[src/design/sps_params.svh]
// Purpose: constants of the serial register port
// Assumes: 16-bit command words, mode 0
// Notes:   included by both ends
`ifndef SPS_PARAMS_SVH
`define SPS_PARAMS_SVH
`define SPS_WORD_BITS      16
`define SPS_OPC_MSB        15
`define SPS_OPC_LSB        12
`define SPS_HWA_MSB        11
`define SPS_HWA_LSB        8
`define SPS_BCAST_BIT      12
`define SPS_HWA_RESET      4'h0
`define SPS_OP_SET_ADDR    3'h4
`define SPS_OP_WRITE_BYTE  3'h5
`define SPS_OP_READ_LOW    3'h6
`define SPS_OP_READ_HIGH   3'h7
`define SPS_CMD_SET_ADDR   16'h8000
`define SPS_CMD_WRITE_BYTE 16'hA000
`define SPS_CMD_READ_LOW   16'hC000
`define SPS_CMD_READ_HIGH  16'hE000
`define SPS_CMD_NOP        16'h0000
`define SPS_CMD_LATCH_HWA  16'hF0FF
`define SPS_SYNC_DEFAULT   5'h00
`define SPS_SYNC_PHASE     5'h04
`define SPS_SCK_HALF       8
`endif

[src/design/sps_pkg.sv]
// Purpose: shared types of the serial register port
// Assumes: nothing
// Notes:   constants live in sps_params.svh
package sps_pkg;
   typedef enum logic [1:0] {SPS_IDLE, SPS_WAIT, SPS_READY} sps_rd_state_t;
   typedef enum logic [1:0] {SPH_IDLE, SPH_SHIFT, SPH_GAP} sps_host_state_t;
endpackage

[src/design/sps_if.sv]
// Purpose: serial link between host and device
// Assumes: tri-state data output with pull-up
// Notes:   the wire level of miso is resolved here
`timescale 1ns/10ps
interface sps_if;
   logic sck;
   logic select_enable_in;
   logic mosi;
   logic miso_o;
   logic miso_oe;
   logic miso;
   assign miso = miso_oe ? miso_o : 1'b1;
   modport device (input sck, select_enable_in, mosi, output miso_o, miso_oe);
   modport host   (output sck, select_enable_in, mosi, input miso);
endinterface

[src/design/sps_device.sv]
// Purpose: device end of the serial register port
// Assumes: link pins sampled by CLOCK_I; sck well below CLOCK_I/4
// Notes:   register map is outside; reached through REG_* ports
// Behaviour
// Sample mosi on sck rising edge
// Change miso on sck falling edge
// Active while select low, else wait/float
// Execute command on select rising edge
// Miso low during reset and sync wait
// Host keeps select high while waiting
// Opcode, hardware address, data fields
// Set-address, write, low read encodings
// High read and no-operation encodings
// Broadcast flag active low skips address check
// Accept only matching hardware address
// Address zero at reset, latch from pins
// Read result shifted out regardless of address
// Low read loads holding, sends low half
// High read sends upper half
// Host chains low/high reads then no-op
// Write is address set then data byte
// Sync load offset by sync field, miso low
// Read_bit_a bit loads holding immediately
// Software picks sync offset per register
// Mode 0, 16-bit words, MSB first
// Port selected if select high at reset
//
// Design decisions made here: the strobed register port and the address map.
`timescale 1ns/10ps
`include "sps_params.svh"
module sps_device
   import sps_pkg::*;
(
   input  wire logic        CLOCK_I,
   input  wire logic        RST_N_I,
   input  wire logic        CE_I,
   sps_if.device            LINK,
   input  wire logic [3:0]  HW_ADDRESS_PINS_I,
   input  wire logic        READ_BIT_A_I,
   input  wire logic [4:0]  SYNC_OFFSET_I,
   input  wire logic        SAMPLE_TICK_I,
   output logic       [7:0] REG_ADDR_O,
   output logic       [7:0] REG_WDATA_O,
   output logic             REG_WE_O,
   input  wire logic [31:0] REG_RDATA_I,
   output logic             PORT_ACTIVE_O
);
   logic [2:0]  sck_s_q, sck_s_d, sen_s_q, sen_s_d, mosi_s_q, mosi_s_d;
   logic [15:0] shift_q, shift_d, tx_q, tx_d;
   logic [31:0] hold_q, hold_d;
   logic [7:0]  addr_q, addr_d, wdata_q, wdata_d;
   logic [3:0]  hwa_q, hwa_d;
   logic [4:0]  dly_q, dly_d;
   logic        we_q, we_d, active_q, active_d, out_q, out_d;
   logic [1:0]  strap_q, strap_d;
   logic [3:0]  hwp1_q, hwp1_d, hwp2_q, hwp2_d;
   sps_rd_state_t rd_q, rd_d;
   logic        sck_rise, sck_fall, sen_rise, sen_fall, sen_lvl;
   logic        match, is_cmd;
   logic [2:0]  op;

   assign sck_rise = sck_s_q[1] & ~sck_s_q[2];
   assign sck_fall = ~sck_s_q[1] & sck_s_q[2];
   assign sen_rise = sen_s_q[1] & ~sen_s_q[2];
   assign sen_fall = ~sen_s_q[1] & sen_s_q[2];
   assign sen_lvl  = sen_s_q[1];
   assign op       = shift_q[`SPS_OPC_MSB:13];
   assign is_cmd   = shift_q[`SPS_OPC_MSB];
   // Broadcast skips the address compare; reads ignore the bit entirely
   assign match    = ~shift_q[`SPS_BCAST_BIT] | (shift_q[`SPS_HWA_MSB:`SPS_HWA_LSB] == hwa_q);

   always_comb begin
      sck_s_d  = {sck_s_q[1:0], LINK.sck};
      sen_s_d  = {sen_s_q[1:0], LINK.select_enable_in};
      mosi_s_d = {mosi_s_q[1:0], LINK.mosi};
      shift_d  = shift_q;
      tx_d     = tx_q;
      hold_d   = hold_q;
      addr_d   = addr_q;
      wdata_d  = wdata_q;
      hwa_d    = hwa_q;
      dly_d    = dly_q;
      we_d     = 1'b0;
      rd_d     = rd_q;
      out_d    = out_q;
      strap_d  = (strap_q == 2'h0) ? 2'h0 : strap_q - 2'h1;
      hwp1_d   = HW_ADDRESS_PINS_I;
      hwp2_d   = hwp1_q;
      active_d = active_q;
      // Wait until the select synchroniser holds a real pin sample, not its reset value
      if (strap_q == 2'h1) begin
         active_d = sen_lvl;
      end
      if (active_q && !sen_lvl && sck_rise) begin
         shift_d = {shift_q[14:0], mosi_s_q[1]};
      end
      if (active_q && !sen_lvl && sck_fall) begin
         out_d = tx_q[15];
         tx_d  = {tx_q[14:0], 1'b0};
      end
      if (sen_fall) begin
         out_d = tx_q[15];
         tx_d  = {tx_q[14:0], 1'b0};
      end
      if (active_q && sen_rise && is_cmd) begin
         if (shift_q == `SPS_CMD_LATCH_HWA) begin
            hwa_d = hwp2_q;
         end else begin
            case (op)
               `SPS_OP_SET_ADDR: begin
                  if (match) addr_d = shift_q[7:0];
               end
               `SPS_OP_WRITE_BYTE: begin
                  if (match) begin
                     wdata_d = shift_q[7:0];
                     we_d    = 1'b1;
                  end
               end
               `SPS_OP_READ_LOW: begin
                  if (shift_q[`SPS_HWA_MSB:`SPS_HWA_LSB] == hwa_q) begin
                     addr_d = {shift_q[7:2], 2'b00};
                     dly_d  = SYNC_OFFSET_I;
                     rd_d   = READ_BIT_A_I ? SPS_READY : SPS_WAIT;
                  end
               end
               `SPS_OP_READ_HIGH: begin
                  tx_d = hold_q[31:16];
               end
               default: begin
               end
            endcase
         end
      end
      case (rd_q)
         SPS_WAIT: begin
            if (SAMPLE_TICK_I) begin
               if (dly_q == 5'h00) rd_d = SPS_READY;
               else dly_d = dly_q - 5'h01;
            end
         end
         SPS_READY: begin
            hold_d = REG_RDATA_I;
            tx_d   = REG_RDATA_I[15:0];
            rd_d   = SPS_IDLE;
         end
         default: begin
         end
      endcase
   end

   always_ff @(posedge CLOCK_I) begin
      if (!RST_N_I) begin
         sck_s_q  <= 3'h0;
         sen_s_q  <= 3'h7;
         mosi_s_q <= 3'h0;
         shift_q  <= 16'h0000;
         tx_q     <= 16'h0000;
         hold_q   <= 32'h00000000;
         addr_q   <= 8'h00;
         wdata_q  <= 8'h00;
         hwa_q    <= `SPS_HWA_RESET;
         dly_q    <= 5'h00;
         we_q     <= 1'b0;
         rd_q     <= SPS_IDLE;
         out_q    <= 1'b0;
         active_q <= 1'b0;
         strap_q  <= 2'h3;
         hwp1_q   <= 4'h0;
         hwp2_q   <= 4'h0;
      end else if (CE_I) begin
         sck_s_q  <= sck_s_d;
         sen_s_q  <= sen_s_d;
         mosi_s_q <= mosi_s_d;
         shift_q  <= shift_d;
         tx_q     <= tx_d;
         hold_q   <= hold_d;
         addr_q   <= addr_d;
         wdata_q  <= wdata_d;
         hwa_q    <= hwa_d;
         dly_q    <= dly_d;
         we_q     <= we_d;
         rd_q     <= rd_d;
         out_q    <= out_d;
         active_q <= active_d;
         strap_q  <= strap_d;
         hwp1_q   <= hwp1_d;
         hwp2_q   <= hwp2_d;
      end
   end

   // Pulling low during reset and sync wait tells the host to hold off
   always_comb begin
      if (!RST_N_I || strap_q != 2'h0 || (active_q && rd_q != SPS_IDLE)) begin
         LINK.miso_o  = 1'b0;
         LINK.miso_oe = 1'b1;
      end else if (active_q && !sen_lvl) begin
         LINK.miso_o  = out_q;
         LINK.miso_oe = 1'b1;
      end else begin
         LINK.miso_o  = 1'b1;
         LINK.miso_oe = 1'b0;
      end
   end

   assign REG_ADDR_O    = addr_q;
   assign REG_WDATA_O   = wdata_q;
   assign REG_WE_O      = we_q;
   assign PORT_ACTIVE_O = active_q;
endmodule // sps_device

[src/flat_wrapper.sv]
// flat-port wrapper written by rule: the top's interface ports become plain ports
module sps_device_flat import sps_pkg::*;
  (CLOCK_I, RST_N_I, CE_I, HW_ADDRESS_PINS_I, READ_BIT_A_I, SYNC_OFFSET_I, SAMPLE_TICK_I, REG_ADDR_O, REG_WDATA_O, REG_WE_O, REG_RDATA_I, PORT_ACTIVE_O, LINK_sck, LINK_select_enable_in, LINK_mosi, LINK_miso_o, LINK_miso_oe);
  sps_if LINK_i ();
  input  wire logic CLOCK_I;
  input  wire logic RST_N_I;
  input  wire logic CE_I;
  input  wire logic [3:0] HW_ADDRESS_PINS_I;
  input  wire logic READ_BIT_A_I;
  input  wire logic [4:0] SYNC_OFFSET_I;
  input  wire logic SAMPLE_TICK_I;
  output logic       [7:0] REG_ADDR_O;
  output logic       [7:0] REG_WDATA_O;
  output logic REG_WE_O;
  input  wire logic [31:0] REG_RDATA_I;
  output logic PORT_ACTIVE_O;
  input wire logic [$bits(LINK_i.sck)-1:0] LINK_sck;
  input wire logic [$bits(LINK_i.select_enable_in)-1:0] LINK_select_enable_in;
  input wire logic [$bits(LINK_i.mosi)-1:0] LINK_mosi;
  output wire logic [$bits(LINK_i.miso_o)-1:0] LINK_miso_o;
  output wire logic [$bits(LINK_i.miso_oe)-1:0] LINK_miso_oe;
  assign LINK_i.sck = LINK_sck;
  assign LINK_i.select_enable_in = LINK_select_enable_in;
  assign LINK_i.mosi = LINK_mosi;
  assign LINK_miso_o = LINK_i.miso_o;
  assign LINK_miso_oe = LINK_i.miso_oe;
  sps_device u_core (.CLOCK_I(CLOCK_I), .RST_N_I(RST_N_I), .CE_I(CE_I), .LINK(LINK_i), .HW_ADDRESS_PINS_I(HW_ADDRESS_PINS_I), .READ_BIT_A_I(READ_BIT_A_I), .SYNC_OFFSET_I(SYNC_OFFSET_I), .SAMPLE_TICK_I(SAMPLE_TICK_I), .REG_ADDR_O(REG_ADDR_O), .REG_WDATA_O(REG_WDATA_O), .REG_WE_O(REG_WE_O), .REG_RDATA_I(REG_RDATA_I), .PORT_ACTIVE_O(PORT_ACTIVE_O));
endmodule
[config.mk]
export PLATFORM = sky130hd
export DESIGN_NAME = sps_device_flat
export DESIGN_NICKNAME = d
export VERILOG_FILES = /design/src/design/sps_pkg.sv /design/src/design/sps_if.sv /design/src/design/sps_device.sv /design/src/flat_wrapper.sv
export VERILOG_INCLUDE_DIRS = /design/src /design/src/design
export SDC_FILE = /design/constraint.sdc
export NUM_CORES = 1
export LEC_CHECK = 0
export BUFFER_PORTS_ARGS = -buffer_cell sky130_fd_sc_hd__buf_4
export CAP_MARGIN = 10
export CORE_ASPECT_RATIO = 1.25
export CORE_MARGIN = 4
export CORE_UTILIZATION = 30
export CTS_BUF_LIST = sky130_fd_sc_hd__clkbuf_8
export CTS_CLUSTER_SIZE = 20
export DETAILED_ROUTE_END_ITERATION = 10
export PLACE_DENSITY = 0.46
export RECOVER_POWER = 25
export REMOVE_ABC_BUFFERS = 1
export SLEW_MARGIN = 20
export SYNTH_ARGS = -nofsm -noshare
export SYNTH_HDL_FRONTEND = slang
export SYNTH_SLANG_ARGS = --single-unit
[constraint.sdc]
create_clock -name CLOCK_I -period 2 [get_ports CLOCK_I]
set_input_delay 0.2 -clock CLOCK_I [delete_from_list [all_inputs] [get_ports CLOCK_I]]
set_output_delay 0.2 -clock CLOCK_I [all_outputs]
set_load 0.1 [all_outputs]
==> impl_metrics.py, run 1 <==
metrics = {
    "power": {
        "power_mw": 3.510,
        "p_leak_nw": 2.067,
        "power_density_mw_per_mm2": 650.0,
        "max-vdd-ir-drop_v": 0.0003292,
    },
    "worst_setup_path": {
        "worstSetupEndpointType": "register",
        "worstPathCellList": "or3_1 > or4_4 > a21oi_4 > buf_12 > a221oi_1 > nor2_1",
        "worstPathRequired_ps": 2320,
        "start_kind": "register",
        "cp_slowest_cell": "or4_4",
        "rr_worst_depth": 6,
        "cp_max_fo": 15,
        "cp.arrival_ps": 2120,
        "slowest_delay_ps": 460,
        "critPathTopFamily": "simple AND/OR/NAND/NOR gates",
        "r2r-end": "u_core.tx_q[4]",
        "critPathKind": "register to register",
        "r2r-start": "u_core.shift_q[9]",
        "rrSetupSlack_ps": 200,
        "cp_num_buf_inv": 1,
    },
    "layout": {
        "fin_nets": 629,
        "fin_cells": 758,
        "final_cell_mix": "nand2_1 (133), dfxtp_1 (96), buf_4 (69)",
        "design_area_mm2": 0.005400,
        "mostFrequentLayoutCell": "nand2_1",
        "n_fill_cell": 1544,
        "drive_above_1_share_pct": 24.48,
        "n_antenna_cell": 0,
        "syn_to_final_growth_pct": 19.69,
    },
    "placement": {
        "portBuffers": 68,
        "pre_cts_ws_ps": 134.2,
        "placed_cell_area_mm2": 0.005240,
        "dp_hpwl_mm": 7.611,
        "dp_cells": 743,
        "place.gp.congestion": 0.7632,
    },
    "synthesis": {
        "syn_avg_cell_area_um2": 8.744,
        "ys_types": 53,
        "synth_ff_type": "dfxtp_1",
        "syn_area_mm2": 0.004512,
        "yosys_warnings": 0,
        "syn_inst": 516,
        "synth_edf_count": 0,
        "yosysSeqAreaShare_pct": 42.60,
        "ys_seq_elements": 96,
        "async_flop_share_pct": 0,
    },
    "cts": {
        "htreeDepth": 3,
        "insertion_delay_ps": 380,
        "cts_buffer_depth": 2,
        "clock_sinks": 96,
        "cts_tree": "yes",
        "cts_made_buffers": 9,
        "clock-root-buffer": "clkbuf_8",
        "clkTransAtPathRegs_ps": 100,
    },
    "timing": {
        "worstMarginPinSlew_ps": 1259,
        "final-setup-viol-count": 0,
        "period_minus_slack_ps": 1797,
        "clock.fmax_ghz": 0.5564,
        "final-hold-violation-count": 0,
        "rsz0062_at_grt": "no",
        "worst_slack_ps": 202.7,
        "slew_headroom_pct": 16.10,
        "finalCritPeriodShare_pct": 89.86,
        "finClkSkew_ps": 16.04,
        "slew_viol_final": 0,
    },
    "outcome": {
        "status": "finished clean",
    },
    "floorplanning": {
        "start_util_pct": 30.92,
        "die_w_um": 117.7,
        "die_area_mm2": 0.01708,
        "core_mm2": 0.01459,
        "die_height_um": 145.1,
        "core.rowCount": 49,
        "io_pins": 69,
    },
    "global_route": {
        "grt_pass1_wl_mm": 18.82,
        "antenna_found_initial": 0,
        "grt_pass1_vias": 3691,
        "grt_max_degree": 70,
        "grtUsageTotal_pct": 13.43,
        "overflow": 0,
    },
    "route": {
        "ant_nets": 0,
        "vias": 3715,
        "totalWireLength_mm": 11.18,
        "first_pass_iters": 4,
        "drc": 0,
        "drt_iter0_drc": 181,
        "routedWlPerCell_um": 14.75,
        "viasPerCell": 4.901,
    },
    "hold_path": {
        "worstHoldEndpoint": "u_core.sen_s_q[0]",
        "hold_class": "input pin to register",
        "hold_depth": 3,
        "min-delay-start": "LINK_select_enable_in",
    },
    "flow_run": {
        "cap_viol_max_count": 0,
    },
}
-- tightest hold or removal path: cells and delay by family --
family        cells  cell delay [ps]
mux               1               50
buf+inv           1               80
simple gates      1               50
-- power breakdown --
part           switching (mW)  internal [mW]
clock                   0.682          0.559
combinational           0.140          0.155
sequential             0.0258           1.95
total                   0.848           2.66
-- kinds of logic after synthesis --
logic type                 Yosys count  share of synthesized area, %
AOI/OAI and AO/OA                  103                         17.00
xor gates and xnor gates             4                        0.7764
adders and majority gates            4                         1.109
buffers and inverters               42                         4.188
DFF                                 96                         42.60
muxes                               46                         10.62
and+or+nand+nor                    221                         23.71
-- area by class of cell --
type                            count  area [µm²]  area share, %
Clock buffer                        9       123.9          2.294
Sequential cell                    96        1922          35.59
Timing Repair Buffer               84       636.9          11.79
Clock inverter                      6       55.05          1.019
Multi-Input combinational cell    378        2414          44.69
Inverter                            7       26.28         0.4866
Tap cell                          178       222.7          4.124
-- synthesized netlist by cell type, types with 7 or more instances --
library cell  number  area share, %
mux2_2            15            3.7
a21boi_0          33            5.5
clkbuf_1          27            2.2
o21ai_0           34            3.8
inv_1              7           0.58
nor2_2            10            1.4
nor2_1            13            1.1
mux2i_1           31            6.9
nand3_1           16            1.8
a221oi_2          10            3.3
dfxtp_1           96             43
nand2_1          133             11
nor2b_1           18            2.5
-- through the flow --
stage	setup TNS, ps	hold WS (ps)	utilization [%]
after floorplan	-20050	261.9	-
after global placement	0	417.8	35.91
after detailed placement	0	425.3	35.91
after CTS	0	6.583	37.14
after global routing	0	60.45	37.01
final	0	34.74	37.01
-- repair_timing --
item | CTS | global route
hold buffers | 0 | 0
setup endpoints to repair | 0 | 21
gates resized for setup | 0 | 2
setup buffers | 0 | 0
-- how the worst max path moves through the flow --
stage	startpoint	to	slack, ps	depth (start not counted)
floorplan	u_core.PORT_ACTIVE_O	u_core.tx_q[15]	-780	5
global placement	u_core.shift_q[9]	u_core.tx_q[1]	160	6
detailed placement	u_core.shift_q[9]	u_core.tx_q[1]	130	6
CTS	u_core.shift_q[9]	u_core.tx_q[1]	100	6
global route	u_core.PORT_ACTIVE_O	u_core.dly_q[0]	20	5
finish	u_core.shift_q[9]	u_core.tx_q[4]	200	6
-- metal layers --
| layer | track usage [%] | up-vias | routed length [µm] | part of all wire, % |
|---|---|---|---|---|
| li1 | - | 1900 | - | - |
| met1 | 17.16 | 1732 | 5268 | 47 |
| met2 | 21.70 | 64 | 5266 | 47 |
| met5 | 0 | - | 0 | 0 |
| met4 | 6.569 | 0 | 291 | 2.6 |
| met3 | 2.608 | 19 | 353 | 3.2 |
-- sequential cells by signal (all words and copies together) (netlist names) --
signal                cells
u_core.rd_q               2
u_core.out_q              1
u_core.PORT_ACTIVE_O      1
u_core.hwp1_q             4
u_core.REG_ADDR_O         8
u_core.hwa_q              4
u_core.tx_q              16
u_core.sck_s_q            3
u_core.REG_WDATA_O        8
u_core.shift_q           16
u_core.dly_q              5
u_core.REG_WE_O           1
u_core.strap_q            2
u_core.mosi_s_q           2
u_core.sen_s_q            3
u_core.hwp2_q             4
u_core.hold_q            16
Note: power is estimated with default switching activity, not from simulation.
==> run 2: changes to the inputs <==
--- a/config.mk
+++ b/config.mk
@@ -6,6 +6,7 @@
 export SDC_FILE = /design/constraint.sdc
 export NUM_CORES = 1
 export LEC_CHECK = 0
+export ABC_AREA = 1
 export BUFFER_PORTS_ARGS = -buffer_cell sky130_fd_sc_hd__buf_4
 export CAP_MARGIN = 10
 export CORE_ASPECT_RATIO = 1.25
@@ -14,7 +15,7 @@
 export CTS_BUF_LIST = sky130_fd_sc_hd__clkbuf_8
 export CTS_CLUSTER_SIZE = 20
 export DETAILED_ROUTE_END_ITERATION = 10
-export PLACE_DENSITY = 0.46
+export PLACE_DENSITY = 0.45
 export RECOVER_POWER = 25
 export REMOVE_ABC_BUFFERS = 1
 export SLEW_MARGIN = 20
==> run 2 against run 1 <==
  * Total power grew 6.6%
  * Critical endpoint is now LINK_miso_o
  * Clock power increased by 19%
  * Synthesized cell count rose by 28%
  * Fmax fell by 2.9%
  * Flip-flop and latch count did not move
  * Hold slack improved by 2.9 ps
==> impl_metrics.py, run 2 <==
metrics = {
    "placement": {
        "place.gp.congestion": 0.7350,
        "dp_cells": 892,
        "portBuffers": 68,
        "pre_cts_ws_ps": 269.5,
        "dp_hpwl_mm": 8.195,
    },
    "route": {
        "vias": 4333,
        "first_pass_iters": 4,
        "ant_nets": 0,
        "drt_iter0_drc": 193,
        "totalWireLength_mm": 12.27,
        "drc": 0,
        "routedWlPerCell_um": 13.48,
        "viasPerCell": 4.762,
    },
    "synthesis": {
        "synth_edf_count": 0,
        "ys_types": 33,
        "syn_inst": 662,
        "synth_area_leaders": "dfxtp_1 (42%), nand2_1 (10%), nor2_1 (9.5%)",
        "yosys.area.top_type_share_pct": 41.66,
        "async_flop_share_pct": 0,
        "ys_seq_elements": 96,
        "yosysSeqAreaShare_pct": 41.66,
        "synthTopCellsByCount": "nand2_1 (124), nor2_1 (117), dfxtp_1 (96), o21ai_0 (66), a21oi_1 (61)",
        "yosysMostFrequentCell": "nand2_1",
        "yosys_warnings": 0,
        "yosys.area.top_type": "dfxtp_1",
        "syn_avg_cell_area_um2": 6.969,
        "synth_ff_type": "dfxtp_1",
        "syn_area_mm2": 0.004613,
    },
    "cts": {
        "cts_tree": "yes",
        "cts_made_buffers": 9,
        "clock_sinks": 96,
        "cts_buffer_depth": 2,
        "clkTransAtPathRegs_ps": 90,
        "cts_hold_buf": 0,
        "clock-root-buffer": "clkbuf_8",
        "htreeDepth": 3,
        "insertion_delay_ps": 390,
    },
    "timing": {
        "finalCritPeriodShare_pct": 92.52,
        "worstMarginPinSlew_ps": 1213,
        "rsz0062_at_grt": "no",
        "worst_slack_ps": 149.5,
        "slew_headroom_pct": 19.16,
        "clock.fmax_ghz": 0.5404,
        "final-setup-viol-count": 0,
        "holdWs_ps": 37.63,
        "finClkSkew_ps": 17.08,
        "tns_ps": 0,
        "slew_viol_final": 0,
        "final-hold-violation-count": 0,
        "period_minus_slack_ps": 1850,
    },
    "global_route": {
        "grt_pass1_vias": 4235,
        "grt_pass1_wl_mm": 20.62,
        "overflow": 0,
        "grt_max_degree": 61,
        "antenna_found_initial": 0,
        "grtUsageTotal_pct": 14.44,
    },
    "layout": {
        "final_cell_mix": "nand2_1 (123), nor2_1 (116), dfxtp_1 (94)",
        "reg_top3": "u_core.hold_q (16), u_core.shift_q (16), u_core.tx_q (16)",
        "fin_cells": 910,
        "syn_to_final_growth_pct": 20.88,
        "drive_above_1_share_pct": 19.51,
        "mostFrequentLayoutCell": "nand2_1",
        "fin_nets": 776,
        "n_antenna_cell": 0,
    },
    "worst_setup_path": {
        "worstSetupEndpointType": "output pin",
        "cp_max_fo": 4,
        "rr_worst_depth": 8,
        "r2r-end": "u_core.tx_q[0]",
        "rrSetupSlack_ps": 260,
        "start_kind": "register",
        "r2r-start": "u_core.shift_q[14]",
        "critPathKind": "register to output pin",
        "cp.arrival_ps": 1650,
        "worstPathRequired_ps": 1800,
    },
    "power": {
        "p_leak_nw": 2.269,
        "power_density_mw_per_mm2": 670.9,
        "power_mw": 3.741,
        "max-vdd-ir-drop_v": 0.0003759,
    },
    "hold_path": {
        "worstHoldEndpoint": "u_core.sen_s_q[0]",
        "min-delay-start": "LINK_select_enable_in",
        "hold_class": "input pin to register",
        "hold_depth": 3,
    },
    "floorplanning": {
        "io_pins": 69,
        "core_mm2": 0.01501,
        "core.rowCount": 50,
        "die_area_mm2": 0.01744,
        "die_w_um": 118.9,
        "die_height_um": 146.6,
        "start_util_pct": 30.72,
    },
    "flow_run": {
        "cap_viol_max_count": 0,
    },
    "outcome": {
        "status": "finished clean",
    },
}
## run 2: power breakdown
group          leakage (nW)  total (mW)  internal, mW  switching [mW]
Sequential            0.780        1.97          1.95          0.0243
Combinational          1.38       0.302         0.129           0.172
Clock                 0.106        1.47         0.715           0.755
## run 2: per-stage QoR
step / cell area (µm²) / utilization (%)
6_report: 5577 / 37.14
5_1_grt: 5577 / 37.14
4_1_cts: 5565 / 37.07
3_5_place_dp: 5330 / 35.50
3_3_place_gp: 5330 / 35.50
2_1_floorplan: 4447 / -
## run 2: worst max path at each step
stage	startpoint	to	slack (ps)
2_1_floorplan	u_core.PORT_ACTIVE_O	LINK_miso_o	-1040
3_3_place_gp	u_core.shift_q[1]	u_core.tx_q[1]	270
3_5_place_dp	u_core.shift_q[7]	u_core.tx_q[5]	270
4_1_cts	u_core.rd_q[1]	LINK_miso_o	50
5_1_grt	u_core.shift_q[9]	u_core.dly_q[3]	20
6_report	u_core.rd_q[1]	LINK_miso_o	150
## run 2: layer usage
metal / up-vias / global-route usage, % / part of all wire (%)
met2: 70 / 23.90 / 47
li1: 2292 / - / -
met1: 1957 / 18.34 / 48
met4: 0 / 5.623 / 2.0
met3: 14 / 3.100 / 3.5
met5: - / 0 / 0
## run 2: worst max-delay path, stage by stage, from the launching register on
cell     delay [ps]
dfxtp_4         370
inv_4            60
ha_4            120
nor2_2           40
nor4_4          230
nand2_1         150
nand2_2         110
buf_12          170
## run 2: cells by family (layout without fill, tap and decap cells)
kind of cell,after synthesis,count (layout),share of synthesized area [%]
AOI/OAI and AO/OA,143,143,16.54
xor gates and xnor gates,1,1,0.1899
adders and majority gates,4,4,1.085
buffers and inverters,94,160,8.327
DFF,96,96,41.66
and+or+nand+nor,324,324,32.19
## run 2: what timing repair did
action                                  CTS  global route
endpoints found under the setup margin    1             2
pin swaps                                 0             4
resized for setup                         2            13
buffers inserted                          0             2
## run 2: layout make-up
type	count	area, µm²
clock buffer	9	123.9
timing repair buffer	86	636.9
multi-input combinational	472	2340
tap	182	227.7
fill	1646	9438
clock inverter	7	101.3
sequential	96	1927
inverter	58	220.2
